$ cat config.mk
export PLATFORM = sky130hd
export DESIGN_NAME = field_reversal_braking_sequencer
export DESIGN_NICKNAME = d
export VERILOG_FILES = /design/src/frb_pkg.sv /design/src/delay_timer.sv /design/src/field_reversal_braking_sequencer.sv
export VERILOG_INCLUDE_DIRS = /design/src /design/src/src
export SDC_FILE = /design/constraint.sdc
export NUM_CORES = 1
export LEC_CHECK = 0
export BUFFER_PORTS_ARGS = -buffer_cell sky130_fd_sc_hd__buf_2
export CAP_MARGIN = 10
export CELL_PAD_IN_SITES_DETAIL_PLACEMENT = 1
export CELL_PAD_IN_SITES_GLOBAL_PLACEMENT = 1
export CORE_AREA = 2 2 229 231
export CTS_CLUSTER_SIZE = 10
export DETAILED_ROUTE_END_ITERATION = 12
export DIE_AREA = 0 0 231 233
export GPL_ROUTABILITY_DRIVEN = 1
export GPL_TIMING_DRIVEN = 0
export PLACE_DENSITY = 0.52
export RECOVER_POWER = 100
export SYNTH_ARGS = -nofsm -noshare
export SYNTH_HDL_FRONTEND = slang
export SYNTH_SLANG_ARGS = --single-unit
$ cat constraint.sdc
create_clock -name pclk -period 9 [get_ports pclk]
set_input_delay 0.9 -clock pclk [delete_from_list [all_inputs] [get_ports pclk]]
set_output_delay 0.9 -clock pclk [all_outputs]
set_load 0.03 [all_outputs]
$ cat src/frb_params.svh
// Constants for the field reversal braking sequencer
`ifndef FRB_PARAMS_SVH
`define FRB_PARAMS_SVH

// Clock and times
`define FRB_CLK_HZ 40000000
`define FRB_DEBOUNCE_MS 30
`define FRB_TICK_MS 100

// Register byte addresses
`define FRB_ADDR_CTRL 8'h00
`define FRB_ADDR_FMIN 8'h04
`define FRB_ADDR_FACTOR 8'h08
`define FRB_ADDR_SPDMIN 8'h0C
`define FRB_ADDR_DLY0 8'h10
`define FRB_ADDR_STATUS 8'h24

// Field values and reset values
`define FRB_DLY_NUM 5
`define FRB_DLY_MAX 7'h64
`define FRB_DLY0_RST 7'h1E
`define FRB_DLY1_RST 7'h02
`define FRB_DLY2_RST 7'h01
`define FRB_DLY3_RST 7'h1E
`define FRB_DLY4_RST 7'h1E
`define FRB_SRC_EMF 2'h3
`define FRB_SRC_RST 2'h0
`define FRB_FMIN_RST 16'h0100
`define FRB_FACTOR_RST 8'hE6
`define FRB_SPDMIN_RST 16'h0040
`define FRB_IDX_ARM_BRAKE 3'h3
`define FRB_IDX_ARM_RESTORE 3'h4

`endif

$ cat src/frb_pkg.sv
// Types of the field reversal braking sequencer
package frb_pkg;
	typedef enum logic [11:0] {
		ST_IDLE = 12'h001,
		ST_ARM_ZERO = 12'h002,
		ST_FLD_DECAY = 12'h004,
		ST_DLY_OPEN = 12'h008,
		ST_DLY_CLOSE = 12'h010,
		ST_DLY_FIRE = 12'h020,
		ST_FLD_BUILD = 12'h040,
		ST_DLY_ARM = 12'h080,
		ST_RAMP = 12'h100,
		ST_STOP_ZERO = 12'h200,
		ST_HOLD = 12'h400,
		ST_RESTART = 12'h800
	} state_t;
endpackage

$ cat src/delay_timer.sv
// Programmable delay counter in steps of one tick
`timescale 1ns/10ps
module delay_timer #(
	parameter int TICK_CYC = 4000000,
	parameter int DW = 7
) (
	// Clock and reset
	input wire logic pclk,
	input wire logic presetn,
	// Control
	input wire logic start,
	input wire logic [DW-1:0] tenths,
	output logic done
);
	localparam int PW = $clog2(TICK_CYC + 1);
	localparam logic [PW-1:0] PRE_LAST = PW'(TICK_CYC - 1);

	logic busy_q, busy_d, done_q, done_d;
	logic [DW-1:0] rem_q, rem_d;
	logic [PW-1:0] pre_q, pre_d;

	always_comb begin
		busy_d = busy_q;
		rem_d = rem_q;
		pre_d = pre_q;
		done_d = 1'b0;
		if (start) begin
			busy_d = 1'b1;
			rem_d = tenths;
			pre_d = '0;
		end else if (busy_q) begin
			if (rem_q == '0) begin
				busy_d = 1'b0;
				done_d = 1'b1;
			end else if (pre_q == PRE_LAST) begin
				pre_d = '0;
				rem_d = rem_q - DW'(1);
			end else begin
				pre_d = pre_q + PW'(1);
			end
		end
	end

	always_ff @(posedge pclk or negedge presetn) begin
		if (!presetn) begin
			busy_q <= 1'b0;
			rem_q <= '0;
			pre_q <= '0;
			done_q <= 1'b0;
		end else begin
			busy_q <= busy_d;
			rem_q <= rem_d;
			pre_q <= pre_d;
			done_q <= done_d;
		end
	end

	assign done = done_q;
endmodule

$ cat src/field_reversal_braking_sequencer.sv
// Braking by field reversal for a two-quadrant DC drive, APB slave
//
// Summary of operation
// Accept brake after 30 ms command, line closed
// Ignore brake request while sequence running
// Negative internal speed flags braking active
// Zero armature current, then inhibit armature pulses
// Block field pulses, wait field below minimum
// First delay, then open present contactor
// Second delay, then close opposite contactor
// Invert speed value unless EMF source
// Third delay, then enable field pulses
// Field above setpoint times factor, fourth delay
// Force zero speed setpoint until below minimum
// Zero current, inhibit armature, enter braked hold
// Hold braked state while command stays high
// Restore field only if direction differs
// Restore repeats steps, fifth delay, arm enable
// Restart needs external stop then switch-on
// Bit 0 positive contactor, bit 1 negative
// Select low means positive, high negative
// Delays timed in 0.1 s, range checked
`timescale 1ns/10ps
`include "frb_params.svh"
module field_reversal_braking_sequencer #(
	parameter int DEBOUNCE_CYC = `FRB_CLK_HZ / 1000 * `FRB_DEBOUNCE_MS,
	parameter int TICK_CYC = `FRB_CLK_HZ / 1000 * `FRB_TICK_MS
) (
	// Clock and reset
	input wire logic pclk,
	input wire logic presetn,
	// APB slave
	input wire logic psel,
	input wire logic penable,
	input wire logic pwrite,
	input wire logic [7:0] paddr,
	input wire logic [31:0] pwdata,
	output logic [31:0] prdata,
	output logic pready,
	output logic pslverr,
	// Pins from outside the clock domain
	input wire logic braking_command_input,
	input wire logic direction_reversal_select,
	input wire logic ext_stop_cmd,
	input wire logic switch_on_cmd,
	// Drive signals on the control clock
	input wire logic line_contactor_closed,
	input wire logic armature_current_zero,
	input wire logic [15:0] field_current_actual,
	input wire logic [15:0] field_current_setpoint,
	input wire logic [15:0] speed_actual_raw,
	// Drive outputs
	output logic field_contactor_pos_out,
	output logic field_contactor_neg_out,
	output logic armature_pulse_inhibit,
	output logic field_pulse_inhibit,
	output logic state_armature_inhibited,
	output logic state_braked_hold,
	output logic speed_setpoint_force_zero,
	output logic [15:0] speed_actual_internal,
	output logic braking_active
);
	localparam int DBW = $clog2(DEBOUNCE_CYC + 1);
	localparam logic [DBW-1:0] DEB_FULL = DBW'(DEBOUNCE_CYC);
	localparam logic [6:0] DLY_RST [`FRB_DLY_NUM] = '{`FRB_DLY0_RST,
		`FRB_DLY1_RST, `FRB_DLY2_RST, `FRB_DLY3_RST, `FRB_DLY4_RST};

	// Pin synchronisers and command debounce
	logic [3:0] sync1_q, sync2_q;
	logic [DBW-1:0] deb_q, deb_d;
	logic cmd_s, dir_s, stop_s, son_s, cmd_ok;

	assign cmd_s = sync2_q[0];
	assign dir_s = sync2_q[1];
	assign stop_s = sync2_q[2];
	assign son_s = sync2_q[3];
	assign cmd_ok = cmd_s && (deb_q == DEB_FULL);

	always_comb begin
		deb_d = '0;
		if (cmd_s) begin
			deb_d = (deb_q == DEB_FULL) ? deb_q : deb_q + DBW'(1);
		end
	end

	always_ff @(posedge pclk or negedge presetn) begin
		if (!presetn) begin
			sync1_q <= '0;
			sync2_q <= '0;
			deb_q <= '0;
		end else begin
			sync1_q <= {switch_on_cmd, ext_stop_cmd,
				direction_reversal_select, braking_command_input};
			sync2_q <= sync1_q;
			deb_q <= deb_d;
		end
	end

	// Register file
	logic [1:0] src_q, src_d;
	logic [15:0] fmin_q, fmin_d, spdmin_q, spdmin_d;
	logic [7:0] factor_q, factor_d;
	logic [6:0] dly_q [`FRB_DLY_NUM];
	logic [6:0] dly_d [`FRB_DLY_NUM];
	logic pready_d, pslverr_d;
	logic [31:0] prdata_d, status_w;
	logic acc, wr_now;
	frb_pkg::state_t state_q, state_d;
	logic contact_on_q, contact_on_d, field_dir_q, field_dir_d;
	logic hold_q, hold_d, braking_q, braking_d, restore_q, restore_d;

	assign acc = psel && penable;
	assign wr_now = acc && pwrite && pready;
	assign status_w = {11'h000, restore_q, braking_q, hold_q, field_dir_q,
		contact_on_q, 4'h0, 12'(state_q)};

	// One wait state: pready rises the cycle after access is seen
	always_comb begin
		src_d = src_q;
		fmin_d = fmin_q;
		factor_d = factor_q;
		spdmin_d = spdmin_q;
		dly_d = dly_q;
		pready_d = acc && !pready;
		pslverr_d = 1'b0;
		prdata_d = '0;
		if (acc && !pready) begin
			unique case (paddr)
				`FRB_ADDR_CTRL: prdata_d = {30'h0, src_q};
				`FRB_ADDR_FMIN: prdata_d = {16'h0, fmin_q};
				`FRB_ADDR_FACTOR: prdata_d = {24'h0, factor_q};
				`FRB_ADDR_SPDMIN: prdata_d = {16'h0, spdmin_q};
				`FRB_ADDR_STATUS: prdata_d = status_w;
				default: pslverr_d = 1'b1;
			endcase
			for (int i = 0; i < `FRB_DLY_NUM; i++) begin
				if (paddr == `FRB_ADDR_DLY0 + 8'(4 * i)) begin
					pslverr_d = pwrite && (pwdata[31:0] > 32'(`FRB_DLY_MAX));
					prdata_d = {25'h0, dly_q[i]};
				end
			end
			if (pwrite) begin
				prdata_d = '0;
			end
		end
		if (wr_now) begin
			unique case (paddr)
				`FRB_ADDR_CTRL: src_d = pwdata[1:0];
				`FRB_ADDR_FMIN: fmin_d = pwdata[15:0];
				`FRB_ADDR_FACTOR: factor_d = pwdata[7:0];
				`FRB_ADDR_SPDMIN: spdmin_d = pwdata[15:0];
				default: ;
			endcase
			for (int i = 0; i < `FRB_DLY_NUM; i++) begin
				if (paddr == `FRB_ADDR_DLY0 + 8'(4 * i)) begin
					// Out of range values clamp to ten seconds
					dly_d[i] = (pwdata > 32'(`FRB_DLY_MAX)) ?
						`FRB_DLY_MAX : pwdata[6:0];
				end
			end
		end
	end

	always_ff @(posedge pclk or negedge presetn) begin
		if (!presetn) begin
			src_q <= `FRB_SRC_RST;
			fmin_q <= `FRB_FMIN_RST;
			factor_q <= `FRB_FACTOR_RST;
			spdmin_q <= `FRB_SPDMIN_RST;
			dly_q <= DLY_RST;
			pready <= 1'b0;
			pslverr <= 1'b0;
			prdata <= '0;
		end else begin
			src_q <= src_d;
			fmin_q <= fmin_d;
			factor_q <= factor_d;
			spdmin_q <= spdmin_d;
			dly_q <= dly_d;
			pready <= pready_d;
			pslverr <= pslverr_d;
			prdata <= prdata_d;
		end
	end

	// Sequencer
	logic arm_inh_q, arm_inh_d, fld_blk_q, fld_blk_d, zero_set_q, zero_set_d;
	logic stop_seen_q, stop_seen_d, tmr_start_q, tmr_start_d, tmr_done;
	logic [2:0] tmr_idx_q, tmr_idx_d;
	logic [15:0] spd_d;
	logic [16:0] spd_mag;
	logic [23:0] fld_target;
	logic fld_ok, fld_low, spd_low;

	assign fld_target = field_current_setpoint * factor_q;
	assign fld_ok = {field_current_actual, 8'h00} > fld_target;
	assign fld_low = field_current_actual < fmin_q;
	assign spd_mag = speed_actual_internal[15] ?
		17'h00000 - {1'b1, speed_actual_internal} :
		{1'b0, speed_actual_internal};
	assign spd_low = spd_mag < {1'b0, spdmin_q};

	delay_timer #(
		.TICK_CYC(TICK_CYC),
		.DW(7)
	) u_timer (
		.pclk(pclk),
		.presetn(presetn),
		.start(tmr_start_q),
		.tenths(dly_q[tmr_idx_q]),
		.done(tmr_done)
	);

	always_comb begin
		state_d = state_q;
		contact_on_d = contact_on_q;
		field_dir_d = field_dir_q;
		hold_d = hold_q;
		braking_d = braking_q;
		restore_d = restore_q;
		arm_inh_d = arm_inh_q;
		fld_blk_d = fld_blk_q;
		zero_set_d = zero_set_q;
		stop_seen_d = stop_seen_q;
		tmr_start_d = 1'b0;
		tmr_idx_d = tmr_idx_q;
		unique case (state_q)
			frb_pkg::ST_IDLE: begin
				// Requests count only from idle
				if (cmd_ok && line_contactor_closed) begin
					state_d = frb_pkg::ST_ARM_ZERO;
					braking_d = 1'b1;
					restore_d = 1'b0;
				end
			end
			frb_pkg::ST_ARM_ZERO: begin
				if (armature_current_zero) begin
					arm_inh_d = 1'b1;
					state_d = frb_pkg::ST_FLD_DECAY;
				end
			end
			frb_pkg::ST_FLD_DECAY: begin
				fld_blk_d = 1'b1;
				if (fld_low && fld_blk_q) begin
					state_d = frb_pkg::ST_DLY_OPEN;
					tmr_start_d = 1'b1;
					tmr_idx_d = 3'h0;
				end
			end
			frb_pkg::ST_DLY_OPEN: begin
				if (tmr_done) begin
					contact_on_d = 1'b0;
					state_d = frb_pkg::ST_DLY_CLOSE;
					tmr_start_d = 1'b1;
					tmr_idx_d = 3'h1;
				end
			end
			frb_pkg::ST_DLY_CLOSE: begin
				if (tmr_done) begin
					contact_on_d = 1'b1;
					field_dir_d = !field_dir_q;
					state_d = frb_pkg::ST_DLY_FIRE;
					tmr_start_d = 1'b1;
					tmr_idx_d = 3'h2;
				end
			end
			frb_pkg::ST_DLY_FIRE: begin
				if (tmr_done) begin
					fld_blk_d = 1'b0;
					state_d = frb_pkg::ST_FLD_BUILD;
				end
			end
			frb_pkg::ST_FLD_BUILD: begin
				if (fld_ok) begin
					state_d = frb_pkg::ST_DLY_ARM;
					tmr_start_d = 1'b1;
					tmr_idx_d = restore_q ? `FRB_IDX_ARM_RESTORE :
						`FRB_IDX_ARM_BRAKE;
				end
			end
			frb_pkg::ST_DLY_ARM: begin
				if (tmr_done) begin
					arm_inh_d = 1'b0;
					state_d = restore_q ? frb_pkg::ST_RESTART :
						frb_pkg::ST_RAMP;
				end
			end
			frb_pkg::ST_RAMP: begin
				zero_set_d = 1'b1;
				if (spd_low) begin
					state_d = frb_pkg::ST_STOP_ZERO;
				end
			end
			frb_pkg::ST_STOP_ZERO: begin
				if (armature_current_zero) begin
					arm_inh_d = 1'b1;
					hold_d = 1'b1;
					state_d = frb_pkg::ST_HOLD;
				end
			end
			frb_pkg::ST_HOLD: begin
				if (!cmd_s) begin
					// Back to the direction the select pin asks for
					if (field_dir_q != dir_s) begin
						restore_d = 1'b1;
						state_d = frb_pkg::ST_ARM_ZERO;
					end else begin
						arm_inh_d = 1'b0;
						state_d = frb_pkg::ST_RESTART;
					end
				end
			end
			frb_pkg::ST_RESTART: begin
				zero_set_d = 1'b0;
				if (stop_s) begin
					stop_seen_d = 1'b1;
				end
				if (stop_seen_q && son_s && !stop_s) begin
					stop_seen_d = 1'b0;
					hold_d = 1'b0;
					braking_d = 1'b0;
					restore_d = 1'b0;
					state_d = frb_pkg::ST_IDLE;
				end
			end
		endcase
		// Internal speed follows the field unless it is the EMF
		spd_d = speed_actual_raw;
		if (field_dir_d && src_q != `FRB_SRC_EMF) begin
			spd_d = 16'h0000 - speed_actual_raw;
		end
	end

	always_ff @(posedge pclk or negedge presetn) begin
		if (!presetn) begin
			state_q <= frb_pkg::ST_IDLE;
			contact_on_q <= 1'b1;
			field_dir_q <= 1'b0;
			hold_q <= 1'b0;
			braking_q <= 1'b0;
			restore_q <= 1'b0;
			arm_inh_q <= 1'b0;
			fld_blk_q <= 1'b0;
			zero_set_q <= 1'b0;
			stop_seen_q <= 1'b0;
			tmr_start_q <= 1'b0;
			tmr_idx_q <= 3'h0;
			field_contactor_pos_out <= 1'b1;
			field_contactor_neg_out <= 1'b0;
			armature_pulse_inhibit <= 1'b0;
			field_pulse_inhibit <= 1'b0;
			state_armature_inhibited <= 1'b0;
			state_braked_hold <= 1'b0;
			speed_setpoint_force_zero <= 1'b0;
			speed_actual_internal <= 16'h0000;
			braking_active <= 1'b0;
		end else begin
			state_q <= state_d;
			contact_on_q <= contact_on_d;
			field_dir_q <= field_dir_d;
			hold_q <= hold_d;
			braking_q <= braking_d;
			restore_q <= restore_d;
			arm_inh_q <= arm_inh_d;
			fld_blk_q <= fld_blk_d;
			zero_set_q <= zero_set_d;
			stop_seen_q <= stop_seen_d;
			tmr_start_q <= tmr_start_d;
			tmr_idx_q <= tmr_idx_d;
			field_contactor_pos_out <= contact_on_d && !field_dir_d;
			field_contactor_neg_out <= contact_on_d && field_dir_d;
			armature_pulse_inhibit <= arm_inh_d;
			field_pulse_inhibit <= fld_blk_d ||
				(field_current_setpoint == 16'h0000);
			state_armature_inhibited <= arm_inh_d && !hold_d;
			state_braked_hold <= hold_d;
			speed_setpoint_force_zero <= zero_set_d;
			speed_actual_internal <= spd_d;
			braking_active <= braking_d && spd_d[15];
		end
	end
endmodule

==> results by stage <==
Logic synthesis:
- The flip-flop cell with the highest count after synthesis is dfrtp_1.
- The mean post-synth cell area is 9.38 sq um.
- The share of synthesized area in the top cell type comes to 0.300.
- Yosys mapped the design onto 74 distinct sky130hd cell types.
- The synthesized instance count is 1620.
- Summed over all instances, the cell type with the most area after synthesis is dfrtp_1.
- The number of warnings reported in the yosys synthesis log is 0.
- The number of enable flip-flop cells after synthesis is 0.
- The count of state elements after synthesis is 206.
- The sequential fraction of the synthesis area is 0.341.
- The cell area that synthesis handed to floorplanning was 0.0152 sq mm.
- Of all flip-flops after synthesis, the portion carrying an async set or reset was 1.00.
- Yosys attributes the largest share of cell area to dfrtp_1 30%, fa_1 11%, ha_1 7.9%.

Floorplan:
- The die boundary height is 233 um.
- The effective utilization at floorplan is 0.298.
- The site row count is 83.
- The number of primary I/O pins is 157.
- The area enclosed by the die boundary is 0.0538 sq mm.
- The horizontal die dimension is 231 um.
- The area of the core region is 0.0511 sq mm.

Critical path:
- The endpoint identified for the worst register-to-register timing path is tmr_idx_q[0].
- The biggest cell delay along the critical path is 0.71 ns.
- The cell family contributing the most delay on the critical path is adder cells.
- The critical path starts at factor_q[5].
- The worst setup path is of the flip-flop to flip-flop kind.
- The required time of the critical path is 9.41 ns.
- The highest net fanout along the worst path is 10.
- Data arrives at the worst endpoint at 8.84 ns.
- The worst register-to-register path has a depth of 25.
- The number of cells on the critical path is 25.
- The startpoint of the lowest-slack register-to-register path is factor_q[5].
- The critical path startpoint category is a flip-flop.
- The worst setup path is captured at a flip-flop.
- The capturing instance or port of the critical path is tmr_idx_q[0].
- The slowest stage of the critical path is the or4_1 cell.
- Counting both buffers and inverters, the worst setup path holds a total of 4.
- The setup slack of the worst register-to-register path is 0.57 ns.
- The most numerous cell on the critical path is fa_1.

Clock network:
- Post-CTS repair changed the size of 0 cells.
- The total number of clock tree sinks is 206.
- The number of buffers inserted for hold repair after clock tree synthesis is 0.
- The number of clock buffers added by TritonCTS is 25.
- The post-CTS setup-driven buffer insertion count is 0.
- The clock passes through at most 3 buffers.
- The clock slew seen by the registers of the worst setup and hold paths is 0.05 ns.
- The CTS tree is built.
- The clock latency on the worst-skew pair is 0.54 ns.
- The cell sitting at the root of the clock tree is a clkbuf_16.
- The H-tree level count is 1.

Detailed routing:
- For this block, the via count after detailed routing is 12400.
- The remaining antenna violation count after routing is 0.
- The wire length per cell after detailed routing is 19.2 um.
- The pre-antenna-repair detailed-routing pass consisted of 5 iterations.
- In the routed design, unresolved DRC markers number 0.
- In this run, the number of DRC markers left after iteration 0 of detailed routing was 537.
- The total length of routed wires is 48000 um.
- After detailed routing, the number of vias per cell comes to 4.97.

Final layout:
- The fraction of final layout cells sized beyond drive strength 1 is 0.120.
- The end-of-flow core utilization is 0.341.
- After filler insertion, the fill cell instance count of the layout stands at 6049.
- The final cell area excluding filler cells is 0.0174 sq mm.
- Leaving out filler cells and counting taps, the final layout contains 2499.
- For this run, the post-layout net count is 2078.
- The area of combinational cells with multiple inputs is 0.00915 sq mm.
- The area growth from synthesis to layout is 14.6%.
- Across the whole layout, storage elements account for 0.00519 sq mm.

Worst hold path:
- The worst hold path belongs to the class flip-flop to flip-flop.

Power:
- The internal power contribution is 1.65 mW.
- The completed layout was analyzed and its total power is 2.35 mW.
- The static power due to leakage is 7.91 nW.
- The clock share of power is 0.398.
- The share of total power dissipated in sequential elements is 0.430.
- The largest voltage drop on the vdd net is 0.122 mV.
- The switching fraction of total power is 0.301.
- The combinational group share of total power is 0.172.
- The net switching power figure is 0.708 mW.
- The power per unit of standard cell area is 135 mW/mm^2.

Timing:
- The final worst-path cycle share is 0.937.
- The number of pins exceeding their max-slew limit in the final report was 220.
- The minimum clock period is 8.43 ns.
- The setup slack after layout is 0.566 ns.
- On the final layout, the worst clock skew is 0.0150 ns.
- Setup repair after global routing left no endpoint under its margin.
- The pin slew with the least headroom to its limit is 5.38 ns.
- The worst pin sits at a relative slew slack of -2.59.
- Timing would allow up to 0.119 GHz.
- The final hold violation count came to 0.
- Setup violations remaining at the end of the flow were counted as 0.
- The final-layout worst hold slack is 0.345 ns.
- The total negative setup slack is 0 ns.

Global route:
- The via count of the first global-routing pass was 13400.
- The global-route total usage across every layer is 0.185.
- The global route total overflow is 0.
- The first-pass GRT wire length is 77600 um.
- The maximum number of pins on one net before global-route repair is 107.
- The initial antenna violation count is 0.

Run status:
- The flow ran to the end, but the final reports show violations.
- The checks that failed: capacitance limit, slew limit.

Place:
- The sum of net half-perimeters after detailed placement is 38600 um.
- The post-place setup slack is 0.184 ns.
- In this run the cell area measured after placement is 0.0168 sq mm.
- The final estimated routing congestion in global placement is 0.800.
- The number of instances in the placed design is 2454.
- In this run the tool buffered the top-level ports with 143 buffer cells.

Run:
- The max-cap check violation count is 3.
state kept, by name (all words and copies together), names as in the netlist, 7 cells and up:
| signal | cells |
|---|---|
| dly_q | 35 |
| factor_q | 8 |
| spdmin_q | 16 |
| speed_actual_internal | 16 |
| u_timer.rem_q | 7 |
| u_timer.pre_q | 22 |
| state_q | 12 |
| fmin_q | 16 |
| prdata | 21 |
| deb_q | 21 |
worst reg2reg max path: cells and delay by family (launching register included):
family | cells | cell delay (ns)
buf+inv | 4 | 0.61
compound gates | 3 | 1.39
fa+ha+maj | 6 | 2.72
mux | 2 | 0.60
simple gates | 10 | 2.36
flops | 1 | 0.65
synth_stat cells (all sizes together) (5+ instances only):
cell    instances
nand2         192
dfrtp         182
inv           162
and2          130
o21ai         108
ha             96
nor2           91
fa             84
xnor2          54
a21oi          46
mux2           45
nand3          44
clkbuf         39
nor3           36
dfstp          24
xor2           20
and3           17
nand2b         16
a22oi          15
buf            15
nor4           15
a21o           13
a31oi          11
nand4          11
a211oi         10
a221oi         10
nor2b          10
o31ai          10
or3            10
mux2i           8
o41ai           8
a222oi          7
mux4            7
o211ai          7
or4             7
o21a            6
a22o            5
o22ai           5
cells by family (layout without fill, tap and decap cells):
kind of cell / count (synthesis) / after routing / share of synthesized area
xor gates and xnor gates: 74 / 74 / 0.0426
adders and majority gates: 180 / 180 / 0.190
and+or+nand+nor: 600 / 600 / 0.201
DFF: 206 / 206 / 0.341
buffers and inverters: 216 / 404 / 0.0564
AOI/OAI and AO/OA: 283 / 283 / 0.120
other: 1 / 12 / 0.000247
muxes: 60 / 60 / 0.0490
layout by cell type, fill, tap and decap left out, types with 11 or more instances in the layout:
cell,instances
and3_1,16
conb_1,11
a22oi_1,15
buf_4,11
inv_1,162
clkbuf_1,111
nand2b_1,16
mux2_2,45
fa_1,84
o21ai_0,107
nand2_1,191
nor2_1,91
nor3_1,35
ha_1,96
and2_0,25
clkbuf_16,25
nand3_1,43
buf_2,90
and2_1,105
dfstp_2,24
xor2_1,20
a31oi_1,11
xnor2_1,54
a21oi_1,46
nand4_1,11
nor4_1,15
a21o_1,13
dfrtp_1,181
how the worst min path moves through the flow:
stage / endpoint / cells past startpoint / from / slack, ns
2_1_floorplan: sync2_q[0] / 0 / sync1_q[0] / 0.33
3_3_place_gp: sync2_q[0] / 0 / sync1_q[0] / 0.33
3_5_place_dp: sync2_q[2] / 0 / sync1_q[2] / 0.34
4_1_cts: sync2_q[2] / 0 / sync1_q[2] / 0.35
5_1_grt: sync2_q[0] / 0 / sync1_q[0] / 0.36
6_report: sync2_q[2] / 0 / sync1_q[2] / 0.34
power by group through the flow:
stage / combinational, mW / sequential [mW] / clock, mW
finish: 0.406 / 1.01 / 0.937
global route: 0.456 / 1.02 / 1.01
CTS: 0.421 / 1.01 / 0.973
detailed placement: 0.419 / 1.03 / 0
global placement: 0.409 / 1.03 / 0
floorplan: 0.251 / 1.02 / 0
final cells by class:
type | instances | share of cell area
Antenna cell | 1 | 0.000144
Buffer | 52 | 0.0136
Clock buffer | 45 | 0.0419
Clock inverter | 1 | 0.000503
Inverter | 162 | 0.0349
Multi-Input combinational cell | 1208 | 0.525
Sequential cell | 206 | 0.298
Tap cell | 680 | 0.0488
Timing Repair Buffer | 144 | 0.0376
per-layer routing:
| metal | up-vias | GRT usage | wire (um) |
|---|---|---|---|
| li1 | 5890 | - | - |
| met1 | 6273 | 0.259 | 23000 |
| met2 | 211 | 0.308 | 22500 |
| met3 | 36 | 0.0287 | 1930 |
| met4 | 0 | 0.0252 | 586 |
| met5 | - | 0 | 0 |
No activity file was read; power rests on OpenSTA's default activity.
